## src/hw/cilsd_map.svh

```systemverilog
// Offsets, field positions, reset values and constants of the compact load/store decoder
// What this block does
// RQ1 - Halfword transfer uses base register plus 6-bit byte offset as address
// RQ2 - Halfword store writes low sixteen bits of the data register
// RQ3 - Halfword load fills low half and clears upper sixteen bits
// RQ4 - Halfword five-bit offset field counts halfwords, doubled to bytes
// RQ5 - Stack-relative access adds unsigned word offset up to 255 words to SP
// RQ6 - Stack-relative eight-bit word offset is scaled by four
// RQ7 - Load-address adds word-aligned 10-bit constant to PC or SP into destination
// RQ8 - PC source is instruction address plus four with bit 1 cleared
// RQ9 - Load-address leaves the status word flags unchanged
// RQ10 - Stack adjust adds or subtracts a word-aligned magnitude up to 508
// RQ11 - Stack adjust offset is sign plus seven-bit word magnitude times four
// RQ12 - Stack adjust changes no condition flag
// RQ13 - Push and pop use an eight-bit low register mask, full descending stack
// RQ14 - Push with extra bit also stores link register, SP drops by total size
// RQ15 - Pop loads masked registers from successive words and writes back SP
// RQ16 - Pop with extra bit also loads PC last, causing a branch
// RQ17 - Each instruction keeps the cycle count of its full-width equivalent
// RQ18 - Multi-register transfers go ascending, lowest register at lowest address
// RQ19 - Register fields are three bits, only low registers besides SP, LR, PC
// RQ20 - PC seen by instructions is four bytes ahead of the current one
`ifndef CILSD_MAP_SVH
`define CILSD_MAP_SVH
`define CILSD_OFF_INSTR 8'h00
`define CILSD_OFF_IADDR 8'h04
`define CILSD_OFF_STATUS 8'h08
`define CILSD_OFF_SP 8'h0C
`define CILSD_OFF_PSW 8'h10
`define CILSD_OFF_BRTGT 8'h14
`define CILSD_GPR_PAGE 2'h1
`define CILSD_GPR_COUNT 4'h9
`define CILSD_ST_BUSY 0
`define CILSD_ST_BRANCH 1
`define CILSD_ST_UNDEF 2
`define CILSD_OPC_HALF 4'h8
`define CILSD_OPC_SPREL 4'h9
`define CILSD_OPC_LDADDR 4'hA
`define CILSD_OPC_MISC 4'hB
`define CILSD_MISC_ADDSP 4'h0
`define CILSD_MISC_PP 2'h2
`define CILSD_BIT_L 11
`define CILSD_BIT_EXTRA 8
`define CILSD_BIT_SIGN 7
`define CILSD_LR_IDX 4'h8
`define CILSD_PC_IDX 4'hF
`define CILSD_PC_AHEAD 32'h0000_0004
`define CILSD_PC_BIT1_MASK 32'hFFFF_FFFD
`define CILSD_WORD_STEP 32'h0000_0004
`define CILSD_SP_RST 32'h0000_0000
`define CILSD_PSW_RST 32'h0000_0000
`define CILSD_IADDR_RST 32'h0000_0000
`endif

```

## src/hw/README_unused.sv

```systemverilog
// Spare source file that holds no logic
`default_nettype none
`default_nettype wire

```

## src/hw/cilsd_pkg.sv

```systemverilog
// Types of the compact load/store decoder
`default_nettype none
package cilsd_pkg;
  typedef enum logic [2:0] {ST_IDLE, ST_GET_BASE, ST_GET_DATA, ST_MEM, ST_NEXT} cilsd_state_type;
endpackage
`default_nettype wire

```

## src/hw/cilsd_regfile.sv

```systemverilog
// Register file memory with registered read data
`default_nettype none
module cilsd_regfile #(
  parameter int WIDTH = 32,
  parameter int AW = 4
) (
  // Clock and reset
  input wire logic mclk,
  input wire logic rstn,
  // Write port
  input wire logic we,
  input wire logic [AW-1:0] waddr,
  input wire logic [WIDTH-1:0] wdata,
  // Read port
  input wire logic [AW-1:0] raddr,
  output logic [WIDTH-1:0] rdata
);
  logic [WIDTH-1:0] mem_ff [0:(1<<AW)-1];
  logic [WIDTH-1:0] rdata_ff;

  always_ff @(posedge mclk)
  begin
    if (we)
    begin
      mem_ff[waddr] <= wdata;
    end
  end

  always_ff @(posedge mclk or negedge rstn)
  begin
    if (!rstn)
    begin
      rdata_ff <= '0;
    end
    else
    begin
      rdata_ff <= mem_ff[raddr];
    end
  end

  assign rdata = rdata_ff;
endmodule // cilsd_regfile
`default_nettype wire

```

## src/hw/cilsd_core.sv

```systemverilog
// Execution unit for halfword, stack-relative, load-address, stack adjust and push/pop instructions
//
// Implementation choices: the Avalon-MM slave port and the address map.
`include "cilsd_map.svh"
`default_nettype none
module cilsd_core
  import cilsd_pkg::*;
(
  // Clock and reset
  input wire logic mclk,
  input wire logic rstn,
  // Avalon-MM slave
  input wire logic [7:0] avs_address,
  input wire logic avs_read,
  input wire logic avs_write,
  input wire logic [3:0] avs_byteenable,
  input wire logic [31:0] avs_writedata,
  output logic [31:0] avs_readdata,
  output logic avs_waitrequest,
  // Data memory master
  output logic [31:0] dmem_addr,
  output logic [31:0] dmem_wdata,
  output logic dmem_half,
  output logic dmem_read,
  output logic dmem_write,
  input wire logic [31:0] dmem_rdata,
  input wire logic dmem_ready,
  // Architectural state
  output logic [31:0] program_status_word,
  output logic [31:0] branch_target
);
  cilsd_state_type state_ff, nxt_state;
  logic [15:0] instr_ff, nxt_instr;
  logic [31:0] iaddr_ff, nxt_iaddr;
  logic [31:0] stack_pointer_reg_ff, nxt_stack_pointer_reg;
  logic [31:0] psw_ff, nxt_psw;
  logic [31:0] brtgt_ff, nxt_brtgt;
  logic branch_ff, nxt_branch;
  logic undef_ff, nxt_undef;
  logic [31:0] addr_ff, nxt_addr;
  logic [31:0] wdata_ff, nxt_wdata;
  logic load_ff, nxt_load;
  logic half_ff, nxt_half;
  logic multi_ff, nxt_multi;
  logic [8:0] list_ff, nxt_list;
  logic [3:0] cur_idx_ff, nxt_cur_idx;
  logic dmem_read_ff, nxt_dmem_read;
  logic dmem_write_ff, nxt_dmem_write;
  logic wait_ff, nxt_wait;
  logic [31:0] rdata_ff, nxt_rdata;
  logic pend_ff, nxt_pend;
  logic rf_we;
  logic [3:0] rf_waddr;
  logic [31:0] rf_wdata;
  logic [3:0] rf_raddr;
  logic [31:0] rf_rdata;
  logic busy;
  logic gpr_hit;
  logic [3:0] gpr_idx;
  logic blocked;
  logic commit_wr;
  logic go;

  function automatic logic [3:0] count_ones(input logic [8:0] v);
    logic [3:0] n;
    n = 4'h0;
    for (int i = 0; i < 9; i++)
    begin
      n = n + {3'h0, v[i]};
    end
    return n;
  endfunction

  function automatic logic [3:0] lowest_set(input logic [8:0] v);
    logic [3:0] n;
    n = 4'h0;
    for (int i = 8; i >= 0; i--)
    begin
      if (v[i])
      begin
        n = 4'(i);
      end
    end
    return n;
  endfunction

  function automatic logic [31:0] merge_be(input logic [31:0] old, input logic [31:0] nw, input logic [3:0] be);
    logic [31:0] r;
    r = old;
    for (int b = 0; b < 4; b++)
    begin
      if (be[b])
      begin
        r[b*8 +: 8] = nw[b*8 +: 8];
      end
    end
    return r;
  endfunction

  function automatic logic [31:0] words_to_bytes(input logic [7:0] w);
    return {22'h0, w, 2'b00};
  endfunction

  cilsd_regfile #(
    .WIDTH(32),
    .AW(4)
  ) u_regfile (
    .mclk(mclk),
    .rstn(rstn),
    .we(rf_we),
    .waddr(rf_waddr),
    .wdata(rf_wdata),
    .raddr(rf_raddr),
    .rdata(rf_rdata)
  );

  // Bus decode
  always_comb
  begin
    busy = (state_ff != ST_IDLE);
    gpr_hit = (avs_address[7:6] == `CILSD_GPR_PAGE) && (avs_address[5:2] < `CILSD_GPR_COUNT) &&
              (avs_address[1:0] == 2'b00);
    gpr_idx = avs_address[5:2];
    blocked = busy && (gpr_hit || (avs_write && ((avs_address == `CILSD_OFF_INSTR) ||
              (avs_address == `CILSD_OFF_SP))));
    commit_wr = avs_write && !wait_ff;
    go = commit_wr && (avs_address == `CILSD_OFF_INSTR);
  end

  // Bus answer
  always_comb
  begin
    nxt_wait = 1'b1;
    nxt_rdata = rdata_ff;
    nxt_pend = 1'b0;
    if ((avs_read || avs_write) && wait_ff && !blocked)
    begin
      if (avs_read && gpr_hit)
      begin
        if (pend_ff)
        begin
          nxt_wait = 1'b0;
          nxt_rdata = rf_rdata;
        end
        else
        begin
          nxt_pend = 1'b1;
        end
      end
      else
      begin
        nxt_wait = 1'b0;
        if (avs_read)
        begin
          if (avs_address == `CILSD_OFF_INSTR)
          begin
            nxt_rdata = {16'h0000, instr_ff};
          end
          else if (avs_address == `CILSD_OFF_IADDR)
          begin
            nxt_rdata = iaddr_ff;
          end
          else if (avs_address == `CILSD_OFF_STATUS)
          begin
            nxt_rdata = {29'h0, undef_ff, branch_ff, busy};
          end
          else if (avs_address == `CILSD_OFF_SP)
          begin
            nxt_rdata = stack_pointer_reg_ff;
          end
          else if (avs_address == `CILSD_OFF_PSW)
          begin
            nxt_rdata = psw_ff;
          end
          else if (avs_address == `CILSD_OFF_BRTGT)
          begin
            nxt_rdata = brtgt_ff;
          end
          else
          begin
            nxt_rdata = 32'h0000_0000;
          end
        end
      end
    end
  end

  always_ff @(posedge mclk or negedge rstn)
  begin
    if (!rstn)
    begin
      wait_ff <= 1'b1;
      rdata_ff <= 32'h0000_0000;
      pend_ff <= 1'b0;
    end
    else
    begin
      wait_ff <= nxt_wait;
      rdata_ff <= nxt_rdata;
      pend_ff <= nxt_pend;
    end
  end

  // Instruction sequencer
  always_comb
  begin
    nxt_state = state_ff;
    nxt_instr = instr_ff;
    nxt_iaddr = iaddr_ff;
    nxt_stack_pointer_reg = stack_pointer_reg_ff;
    nxt_psw = psw_ff;
    nxt_brtgt = brtgt_ff;
    nxt_branch = branch_ff;
    nxt_undef = undef_ff;
    nxt_addr = addr_ff;
    nxt_wdata = wdata_ff;
    nxt_load = load_ff;
    nxt_half = half_ff;
    nxt_multi = multi_ff;
    nxt_list = list_ff;
    nxt_cur_idx = cur_idx_ff;
    nxt_dmem_read = dmem_read_ff;
    nxt_dmem_write = dmem_write_ff;
    rf_we = 1'b0;
    rf_waddr = cur_idx_ff;
    rf_wdata = 32'h0000_0000;
    rf_raddr = gpr_idx;
    // RQ9 flags untouched
    if (commit_wr && (avs_address == `CILSD_OFF_PSW))
    begin
      nxt_psw = merge_be(psw_ff, avs_writedata, avs_byteenable);
    end
    if (commit_wr && (avs_address == `CILSD_OFF_IADDR))
    begin
      nxt_iaddr = merge_be(iaddr_ff, avs_writedata, avs_byteenable);
    end
    if (commit_wr && (avs_address == `CILSD_OFF_SP))
    begin
      nxt_stack_pointer_reg = merge_be(stack_pointer_reg_ff, avs_writedata, avs_byteenable);
    end
    if (commit_wr && gpr_hit)
    begin
      rf_we = 1'b1;
      rf_waddr = gpr_idx;
      rf_wdata = avs_writedata;
    end
    // RQ17 fixed sequencing
    case (state_ff)
      ST_IDLE:
      begin
        if (go)
        begin
          nxt_instr = avs_writedata[15:0];
          nxt_branch = 1'b0;
          nxt_undef = 1'b0;
          nxt_load = avs_writedata[`CILSD_BIT_L];
          nxt_half = 1'b0;
          nxt_multi = 1'b0;
          // RQ19 three-bit fields
          nxt_cur_idx = {1'b0, avs_writedata[10:8]};
          if (avs_writedata[15:12] == `CILSD_OPC_HALF)
          begin
            nxt_half = 1'b1;
            nxt_cur_idx = {1'b0, avs_writedata[2:0]};
            rf_raddr = {1'b0, avs_writedata[5:3]};
            nxt_state = ST_GET_BASE;
          end
          else if (avs_writedata[15:12] == `CILSD_OPC_SPREL)
          begin
            // RQ5 RQ6 SP plus words
            nxt_addr = stack_pointer_reg_ff + words_to_bytes(avs_writedata[7:0]);
            if (avs_writedata[`CILSD_BIT_L])
            begin
              nxt_dmem_read = 1'b1;
              nxt_state = ST_MEM;
            end
            else
            begin
              rf_raddr = {1'b0, avs_writedata[10:8]};
              nxt_state = ST_GET_DATA;
            end
          end
          else if (avs_writedata[15:12] == `CILSD_OPC_LDADDR)
          begin
            // RQ7 RQ8 RQ20 address sum
            rf_we = 1'b1;
            rf_waddr = {1'b0, avs_writedata[10:8]};
            rf_wdata = (avs_writedata[`CILSD_BIT_L] ? stack_pointer_reg_ff :
                        ((iaddr_ff + `CILSD_PC_AHEAD) & `CILSD_PC_BIT1_MASK)) + words_to_bytes(avs_writedata[7:0]);
          end
          else if ((avs_writedata[15:12] == `CILSD_OPC_MISC) && (avs_writedata[11:8] == `CILSD_MISC_ADDSP))
          begin
            // RQ10 RQ11 RQ12 signed adjust
            if (avs_writedata[`CILSD_BIT_SIGN])
            begin
              nxt_stack_pointer_reg = stack_pointer_reg_ff - words_to_bytes({1'b0, avs_writedata[6:0]});
            end
            else
            begin
              nxt_stack_pointer_reg = stack_pointer_reg_ff + words_to_bytes({1'b0, avs_writedata[6:0]});
            end
          end
          else if ((avs_writedata[15:12] == `CILSD_OPC_MISC) && (avs_writedata[10:9] == `CILSD_MISC_PP))
          begin
            // RQ13 RQ14 RQ15 stack writeback
            nxt_multi = 1'b1;
            nxt_list = avs_writedata[8:0];
            if (avs_writedata[`CILSD_BIT_L])
            begin
              nxt_addr = stack_pointer_reg_ff;
              nxt_stack_pointer_reg = stack_pointer_reg_ff + words_to_bytes({4'h0, count_ones(avs_writedata[8:0])});
            end
            else
            begin
              nxt_addr = stack_pointer_reg_ff - words_to_bytes({4'h0, count_ones(avs_writedata[8:0])});
              nxt_stack_pointer_reg = nxt_addr;
            end
            nxt_state = ST_NEXT;
          end
          else
          begin
            nxt_undef = 1'b1;
          end
        end
      end
      ST_GET_BASE:
      begin
        // RQ1 RQ4 halfword address
        nxt_addr = rf_rdata + {26'h0, instr_ff[10:6], 1'b0};
        if (load_ff)
        begin
          nxt_dmem_read = 1'b1;
          nxt_state = ST_MEM;
        end
        else
        begin
          rf_raddr = cur_idx_ff;
          nxt_state = ST_GET_DATA;
        end
      end
      ST_GET_DATA:
      begin
        // RQ2 low half stored
        nxt_wdata = half_ff ? {16'h0000, rf_rdata[15:0]} : rf_rdata;
        nxt_dmem_write = 1'b1;
        nxt_state = ST_MEM;
      end
      ST_MEM:
      begin
        if (dmem_ready)
        begin
          nxt_dmem_read = 1'b0;
          nxt_dmem_write = 1'b0;
          if (load_ff && (cur_idx_ff == `CILSD_PC_IDX))
          begin
            // RQ16 PC popped
            nxt_brtgt = dmem_rdata;
            nxt_branch = 1'b1;
          end
          else if (load_ff)
          begin
            // RQ3 zero upper half
            rf_we = 1'b1;
            rf_wdata = half_ff ? {16'h0000, dmem_rdata[15:0]} : dmem_rdata;
          end
          if (multi_ff)
          begin
            nxt_addr = addr_ff + `CILSD_WORD_STEP;
            nxt_state = ST_NEXT;
          end
          else
          begin
            nxt_state = ST_IDLE;
          end
        end
      end
      ST_NEXT:
      begin
        if (list_ff == 9'h000)
        begin
          nxt_state = ST_IDLE;
        end
        else
        begin
          // RQ18 ascending order
          nxt_list = list_ff & ~(9'h001 << lowest_set(list_ff));
          if (lowest_set(list_ff) == `CILSD_LR_IDX)
          begin
            nxt_cur_idx = load_ff ? `CILSD_PC_IDX : `CILSD_LR_IDX;
          end
          else
          begin
            nxt_cur_idx = lowest_set(list_ff);
          end
          if (load_ff)
          begin
            nxt_dmem_read = 1'b1;
            nxt_state = ST_MEM;
          end
          else
          begin
            rf_raddr = lowest_set(list_ff);
            nxt_state = ST_GET_DATA;
          end
        end
      end
      default:
      begin
        nxt_state = ST_IDLE;
      end
    endcase
  end

  always_ff @(posedge mclk or negedge rstn)
  begin
    if (!rstn)
    begin
      state_ff <= ST_IDLE;
      instr_ff <= 16'h0000;
      iaddr_ff <= `CILSD_IADDR_RST;
      stack_pointer_reg_ff <= `CILSD_SP_RST;
      psw_ff <= `CILSD_PSW_RST;
      brtgt_ff <= 32'h0000_0000;
      branch_ff <= 1'b0;
      undef_ff <= 1'b0;
      addr_ff <= 32'h0000_0000;
      wdata_ff <= 32'h0000_0000;
      load_ff <= 1'b0;
      half_ff <= 1'b0;
      multi_ff <= 1'b0;
      list_ff <= 9'h000;
      cur_idx_ff <= 4'h0;
      dmem_read_ff <= 1'b0;
      dmem_write_ff <= 1'b0;
    end
    else
    begin
      state_ff <= nxt_state;
      instr_ff <= nxt_instr;
      iaddr_ff <= nxt_iaddr;
      stack_pointer_reg_ff <= nxt_stack_pointer_reg;
      psw_ff <= nxt_psw;
      brtgt_ff <= nxt_brtgt;
      branch_ff <= nxt_branch;
      undef_ff <= nxt_undef;
      addr_ff <= nxt_addr;
      wdata_ff <= nxt_wdata;
      load_ff <= nxt_load;
      half_ff <= nxt_half;
      multi_ff <= nxt_multi;
      list_ff <= nxt_list;
      cur_idx_ff <= nxt_cur_idx;
      dmem_read_ff <= nxt_dmem_read;
      dmem_write_ff <= nxt_dmem_write;
    end
  end

  assign avs_readdata = rdata_ff;
  assign avs_waitrequest = wait_ff;
  assign dmem_addr = addr_ff;
  assign dmem_wdata = wdata_ff;
  assign dmem_half = half_ff;
  assign dmem_read = dmem_read_ff;
  assign dmem_write = dmem_write_ff;
  assign program_status_word = psw_ff;
  assign branch_target = brtgt_ff;
endmodule // cilsd_core
`default_nettype wire

```

## config.mk

```make
export PLATFORM = sky130hd
export DESIGN_NAME = cilsd_core
export DESIGN_NICKNAME = d
export VERILOG_FILES = /design/src/hw/README_unused.sv /design/src/hw/cilsd_pkg.sv /design/src/hw/cilsd_regfile.sv /design/src/hw/cilsd_core.sv
export VERILOG_INCLUDE_DIRS = /design/src /design/src/hw
export SDC_FILE = /design/constraint.sdc
export NUM_CORES = 2
export LEC_CHECK = 0
export BUFFER_PORTS_ARGS = -buffer_cell sky130_fd_sc_hd__buf_2
export CAP_MARGIN = 0
export CORE_MARGIN = 5
export CORE_UTILIZATION = 32
export CTS_CLUSTER_DIAMETER = 100
export DETAILED_ROUTE_END_ITERATION = 16
export SETUP_SLACK_MARGIN = 0.5
export SLEW_MARGIN = 0
export SYNTH_ARGS = -nofsm -noshare
export SYNTH_HDL_FRONTEND = slang
export SYNTH_HIERARCHICAL = 1
export SYNTH_SLANG_ARGS = --single-unit
```

## constraint.sdc

```tcl
create_clock -name mclk -period 8.2 [get_ports mclk]
set_input_delay 0.41 -clock mclk [delete_from_list [all_inputs] [get_ports mclk]]
set_output_delay 0.41 -clock mclk [all_outputs]
set_load 0.02 [all_outputs]
```

# Word-level counts from Yosys, hierarchy flattened
# Memories as Yosys holds them, arrays and structs flattened. A register that Yosys moved wholly into a read port is not among the register bits.
# Index checks and enable logic that the tools add are counted.
[totals]
latchBits = 0
input_bits = 81
ram_bits = 512
out_inout_bits = 164
mem_count = 1
rom_bits = 0
reg_bits = 265
[memory_table]
columns = ["memory", "depth", "width", "rd", "rd_clocked_by_memory_dff", "write_ports", "line_no", "text"]
rows = [
  ["u_regfile.mem_ff", 16, 32, 1, 1, 1, "cilsd_regfile.sv:18", "logic [WIDTH-1:0] mem_ff [0:(1<<AW)-1];"],
]
[classes]
eq_ne = 36
bitwise_logic = 2
n_lt_le_gt_ge = 1
n_div = 0
n_addsub = 17
mul = 0
shift = 1
reduce_logical = 52
muxes = 135
[op_table]
columns = ["cell", "count"]
rows = [
  ["$mux W32", 39],
  ["$mux W4", 27],
  ["$pmux W32 S3", 1],
  ["$add A32 B10 Y32", 2],
  ["$add A32 B3 Y32 const B", 2],
  ["$add A32 B6 Y32", 2],
  ["$pmux W32 S2", 1],
  ["$mux W9", 7],
  ["$mux W1", 37],
  ["$add A32 B9 Y32", 1],
  ["$mux W8", 4],
  ["$sub A32 B6 Y32", 1],
  ["$sub A32 B9 Y32", 1],
  ["$mux W3", 10],
  ["$ne A2 B2 Y1 const B", 13],
  ["$eq A4 B4 Y1 const B", 6],
  ["$add A4 B1 Y4", 5],
  ["$reduce_and A2 Y1", 10],
  ["$pmux W9 S2", 1],
  ["$eq A8 B4 Y1 const B", 2],
  ["$eq A8 B5 Y1 const B", 2],
  ["$logic_and A1 B1 Y1", 16],
  ["$reduce_and A8 Y1", 2],
  ["$pmux W3 S5", 1],
  ["34 further kinds", 51],
]

# Longest topological paths before layout
[logic_depth]
depth_word = 17
mapped_depth = 21

# Hierarchy
# Netlist, hierarchy kept.
[modules_own_cells]
columns = ["mod", "cells_per_inst", "area_per_inst_um2", "instances"]
rows = [
  ["cilsd_core", 2369, 20073.0, 1],
  ["cilsd_regfile", 838, 19995.4, 1],
]

# Worst setup path after synthesis
# No wires, ideal clock.
[synth_timing]
path_type = "input to register"
start = "input port avs_address[3]"
end = "memory u_regfile.mem_ff[0][0], enable pin"
path_slack_ns = 2.755
arrival_time_ns = 4.984
required_time_ns = 7.739
cell_stages = 11
cell_sequence = "clkbuf_1 > o31ai_1 > and3_1 > and2_1 > clkbuf_1 > nand2_1 > a211oi_1 > clkbuf_1 > o21ai_0 > or3b_2 > nor3_1"
[synth_rtl]
columns = ["element", "line_no", "text"]
rows = [
  ["from (decl)", "cilsd_core.sv:13", "input wire logic [7:0] avs_address,"],
  ["$lt A4 B4 Y1 (no source line)", "-", ""],
  ["$logic_and A1 B1 Y1 (2 in a row)", "cilsd_core.sv:121", "gpr_hit = (avs_address[7:6] == `CILSD_GPR_PAGE) && (avs_address[5:2] < `CILSD_GPR_COUNT) &&"],
  ["$logic_and A1 B1 Y1", "cilsd_core.sv:241", "if (commit_wr && gpr_hit)"],
  ["$mux W4", "cilsd_core.sv:241", ""],
  ["$mux W4", "cilsd_core.sv:283", "else if (avs_writedata[15:12] == `CILSD_OPC_LDADDR)"],
  ["$mux W4", "cilsd_core.sv:268", "else if (avs_writedata[15:12] == `CILSD_OPC_SPREL)"],
  ["$mux W4", "cilsd_core.sv:261", "if (avs_writedata[15:12] == `CILSD_OPC_HALF)"],
  ["$mux W4", "cilsd_core.sv:251", "if (go)"],
  ["$mux W4 *", "cilsd_core.sv:248", "case (state_ff)"],
  ["via rf_waddr[2]", "cilsd_core.sv:53", "logic [3:0] rf_waddr;"],
  ["to (decl)", "cilsd_regfile.sv:18", ""],
]
# The timed path passes the listed nets; every way through them passes the cells marked *.

# Final worst setup path
[layout_timing]
start = "input port avs_writedata[1]"
end = "register stack_pointer_reg_ff[19]"
[layout_between]
elab_chain_cells = 17
[layout_rtl]
columns = ["element", "line_no", "text"]
rows = [
  ["from (decl)", "cilsd_core.sv:17", "input wire logic [31:0] avs_writedata,"],
  ["$add A1 B1 Y2", "cilsd_core.sv:69", "n = n + {3'h0, v[i]};"],
  ["$add A2 B1 Y3", "cilsd_core.sv:69", ""],
  ["$add A3 B1 Y4", "cilsd_core.sv:69", ""],
  ["$add A4 B1 Y4 (5 in a row)", "cilsd_core.sv:69", ""],
  ["$sub A32 B6 Y32 / $add A32 B6 Y32 (equally long branches)", "cilsd_core.sv:315, cilsd_core.sv:311", ""],
  ["$mux W32", "cilsd_core.sv:308", "if (avs_writedata[`CILSD_BIT_L])"],
  ["$mux W32", "cilsd_core.sv:303", "else if ((avs_writedata[15:12] == `CILSD_OPC_MISC) && (avs_writedata[10:9] == `CILSD_MISC_PP))"],
  ["$mux W32 *", "cilsd_core.sv:291", "else if ((avs_writedata[15:12] == `CILSD_OPC_MISC) && (avs_writedata[11:8] == `CILSD_MISC_ADDSP))"],
  ["$mux W32 *", "cilsd_core.sv:283", ""],
  ["$mux W32 *", "cilsd_core.sv:268", ""],
  ["$mux W32 *", "cilsd_core.sv:261", ""],
  ["$mux W32 *", "cilsd_core.sv:251", ""],
  ["$mux W32 *", "cilsd_core.sv:248", ""],
  ["via nxt_stack_pointer_reg[19]", "cilsd_core.sv:35", "logic [31:0] stack_pointer_reg_ff, nxt_stack_pointer_reg;"],
  ["to (signal assigned)", "cilsd_core.sv:421", "stack_pointer_reg_ff <= `CILSD_SP_RST;"],
  ["to (signal assigned)", "cilsd_core.sv:441", "stack_pointer_reg_ff <= nxt_stack_pointer_reg;"],
  ["to (decl)", "cilsd_core.sv:35", ""],
]
# Marks and branches as above.
# A chain may end at the register's enable or synchronous reset.

==> impl_metrics.py <==
metrics = {
    "routing": {
        "post-route-drc-count": 0,
        "wire_per_inst_um": 28.3,
        "vias": 29500,
        "ant_nets": 0,
        "drtPass1Iterations": 6,
        "routed_wl_mm": 145,
        "routed_via_density": 5.76,
        "first_iter_violations": 3865,
    },
    "yosys": {
        "synth_cell_types": 88,
        "ys_ff_latch": 808,
        "syn-num-nets": 3364,
        "yosys_most_used_dff": "edfxtp_1",
        "yosysSeqAreaShare_pct": 56.9,
        "synth_area_per_cell_um2": 12.5,
        "synth_area_um2": 40100,
        "syn_inst": 3207,
        "ys_warn_count": 6,
        "synthArstFlopShare_pct": 36.6,
        "synth_enable_flop_cells": 512,
    },
    "global_route": {
        "grt_first_pass_wirelength_mm": 207,
        "grt_usage_pct": 21.4,
        "grt_max_degree": 129,
        "use_met2_pct": 34.0,
        "use_met1_pct": 28.4,
        "grt_antenna_before_repair": 10,
        "use_met3_pct": 6.14,
        "grt_pass1_vias": 28700,
        "grt-ovfl-total": 0,
        "top_usage_layer": "met2",
    },
    "cells_and_area": {
        "fin_nets": 3576,
        "syn_to_final_growth_pct": 15.4,
        "drive_gt1_share_pct": 22.5,
        "fillCellCount": 11900,
    },
    "placement": {
        "io_buffers": 244,
        "gp_congestion": 0.934,
        "dp_hpwl_mm": 101,
    },
    "clock_tree": {
        "cts_buffers": 83,
        "clockBufferDepth": 3,
        "clk_latency_ps": 660,
        "cts.sinks": 808,
        "h-tree-depth": 3,
        "post_cts_buffers": 0,
        "cts_root_buffer": "clkbuf_16",
        "path_clk_slew_ps": 60,
        "tritoncts": "yes",
    },
    "timing": {
        "hold_ws_ps": 42.4,
        "setup_viol_count_final": 0,
        "skew_ps": 31.9,
        "hold_viol_final": 0,
        "max-slew-margin-rel_pct": 13.6,
        "slew_viol_final": 0,
        "rsz0062_at_grt": "false",
        "min_period_over_period_pct": 64.4,
        "worst_slew_pin_slew_ps": 1290,
        "finalCriticalPeriod_ps": 5280,
        "setup_tns_ps": 0,
        "fmax_mhz": 189,
    },
    "min_path": {
        "holdPathStages": 2,
        "min_from": "dmem_rdata[24]",
        "hold-path-endpoint": "branch_target[24]$_DFFE_PN0P_",
        "min-delay-path-class": "in2reg",
    },
    "worst_setup_path": {
        "rr_endpoint": "u_regfile/mem_ff[3][26]$_DFFE_PP_",
        "path_cells": "buf_2 -> inv_1 -> fa_1 -> fa_1 -> fa_1 -> fa_1 -> fa_1 -> inv_1 -> ha_1 -> a21o_1 -> a21oi_1 -> o21ai_0 -> nand3_1 -> nor2_1 -> a31oi_1 -> xnor2_1 -> a221oi_1 -> o21ai_0",
        "cpPeakStageDelay_ps": 580,
        "crit_type": "in2reg",
        "rr_worst_depth": 14,
        "start_kind": "primary input",
        "end_kind": "flip-flop",
        "regToRegStartpoint": "iaddr_ff[2]$_DFFE_PN0P_",
        "r2r_setup_slack_ps": 3390,
        "cp.required_ps": 8720,
        "crit_top_cell": "fa_1",
        "cp_slowest_cell": "fa_1",
        "critical_path_arrival_ps": 5800,
        "cp_max_fo": 10,
    },
    "floorplan": {
        "io_pins": 245,
        "dieArea_um2": 132000,
        "start_util_pct": 32.3,
        "coreArea_um2": 124000,
        "die_h_um": 364,
        "die-width_um": 364,
        "fp-row-count": 129,
    },
    "power": {
        "power_frac_comb_pct": 25.8,
        "power.internal_w": 0.00801,
        "pwr-share-clk_pct": 31.9,
        "p_sw_share_pct": 34.0,
        "p_seq_share_pct": 42.3,
        "max-vdd-ir-drop_v": 0.000203,
        "power.density_nw_per_um2": 263,
        "p_leak_nw": 17.2,
        "p_sw_w": 0.00413,
    },
    "outcome": {
        "status": "complete, no violations",
    },
    "run": {
        "drv_cap": 0,
    },
}
-- power by group through the flow --
stage	clock network [W]	logic, W	registers, W
after floorplan	0	0.00184	0.00517
after global placement	0	0.00309	0.00520
after detailed placement	0	0.00311	0.00520
after CTS	0.00394	0.00311	0.00512
after global routing	0.00411	0.00335	0.00516
final	0.00388	0.00313	0.00514
-- critical path: cells and delay by family --
family	cells	cell delay, ps
adders and majority gates	6	2770
AOI/OAI and AO/OA	6	1060
and+or+nand+nor	2	800
buffers and inverters	3	590
xor gates and xnor gates	1	160
-- Yosys cell counts, types with 20 or more instances --
library cell	instances	area share [%]
a21oi_1	105	1.3
a21o_1	31	0.58
nor2_1	211	2.0
mux4_2	129	7.3
a22oi_1	118	2.2
xnor2_1	82	1.8
a221oi_1	23	0.50
a222oi_1	27	0.67
o211ai_1	22	0.41
a22o_1	28	0.61
nand4_1	24	0.37
nor2b_1	25	0.39
a31oi_1	62	0.97
dfrtp_1	295	18
mux2i_1	26	0.65
nand2_1	281	2.6
nand3_1	71	0.89
o21ai_0	192	2.4
edfxtp_1	512	38
xor2_1	56	1.2
and3_1	33	0.52
buf_1	24	0.22
nor4_1	20	0.31
clkbuf_1	151	1.4
ha_1	65	2.0
o22ai_1	21	0.33
nor3_1	57	0.71
inv_1	70	0.66
nand2b_1	39	0.61
mux2_2	112	3.1
-- cell families after synthesis --
group,after synthesis,synth area share [%]
AND/OR/NAND/NOR,869,10.7
flip-flops,808,56.9
AO/OA/AOI/OAI,772,13.0
buffers and inverters,277,2.77
multiplexers,267,11.0
XOR/XNOR,138,3.02
adder cells (fa/ha/maj),76,2.58
-- layout by cell type (no fill, tap or decap), drive strengths merged, types with 60 or more instances in the layout --
master,count
a21oi,105
a22oi,118
a31oi,64
buf,331
clkbuf,101
dfrtp,295
edfxtp,512
ha,65
inv,72
mux2,112
mux4,129
nand2,281
nand3,73
nor2,211
nor3,60
o21ai,204
xnor2,82
-- metrics by stage --
step / std cells / power, W / instance area [µm²] / util (%) / setup slack [ps]
3_5_place_dp: 4969 / 0.00830 / 43400 / 35.0 / 2330
4_1_cts: 5125 / 0.0122 / 46200 / 37.2 / 3040
6_report: 5129 / 0.0121 / 46200 / 37.2 / 2920
3_3_place_gp: 4969 / 0.00828 / 43400 / 35.0 / 2430
5_1_grt: 5125 / 0.0126 / 46200 / 37.2 / 2760
2_1_floorplan: 3207 / 0.00701 / 40100 / - / 2760
-- state kept, by name (all words and copies together) (netlist names), 3 cells and up --
name,count
stack_pointer_reg_ff,32
iaddr_ff,32
cur_idx_ff,4
dmem_addr,32
u_regfile/mem_ff,512
instr_ff,16
state_ff,3
dmem_wdata,32
program_status_word,32
avs_readdata,32
u_regfile/rdata,32
list_ff,9
branch_target,32
-- metal layers --
layer,part of all wire [%],wire [µm]
met3,11,16100
met2,46,66500
met5,0,0
met1,40,57600
met4,3.5,5150
-- repair_timing --
item / CTS / global route
gates resized for setup: 0 / 0
endpoints found under the hold margin: 59 / 0
hold buffers: 2 / 0
-- worst max-delay path by stage --
| stage | startpoint | endpoint | cells past startpoint |
|---|---|---|---|
| after floorplan | avs_address[3] | u_regfile/mem_ff[0][0]$_DFFE_PP_ | 11 |
| after global placement | avs_writedata[1] | stack_pointer_reg_ff[19]$_DFF_PN0_ | 18 |
| after detailed placement | avs_writedata[1] | stack_pointer_reg_ff[19]$_DFF_PN0_ | 18 |
| after CTS | avs_writedata[1] | stack_pointer_reg_ff[19]$_DFF_PN0_ | 18 |
| after global routing | avs_writedata[1] | stack_pointer_reg_ff[19]$_DFF_PN0_ | 18 |
| final | avs_writedata[1] | stack_pointer_reg_ff[19]$_DFF_PN0_ | 18 |
-- final cells by class --
type | instances | area, µm² | area share [%]
clock buffers | 101 | 2280 | 4.92
repair buffers | 333 | 1930 | 4.17
flip-flops and latches | 808 | 22800 | 49.3
multi-input cells | 2122 | 16400 | 35.4
inverters | 71 | 267 | 0.577
well taps | 1637 | 2050 | 4.43
clock inverters | 53 | 532 | 1.15
diodes | 4 | 10.0 | 0.0217
(Power assumes the default switching activity.)
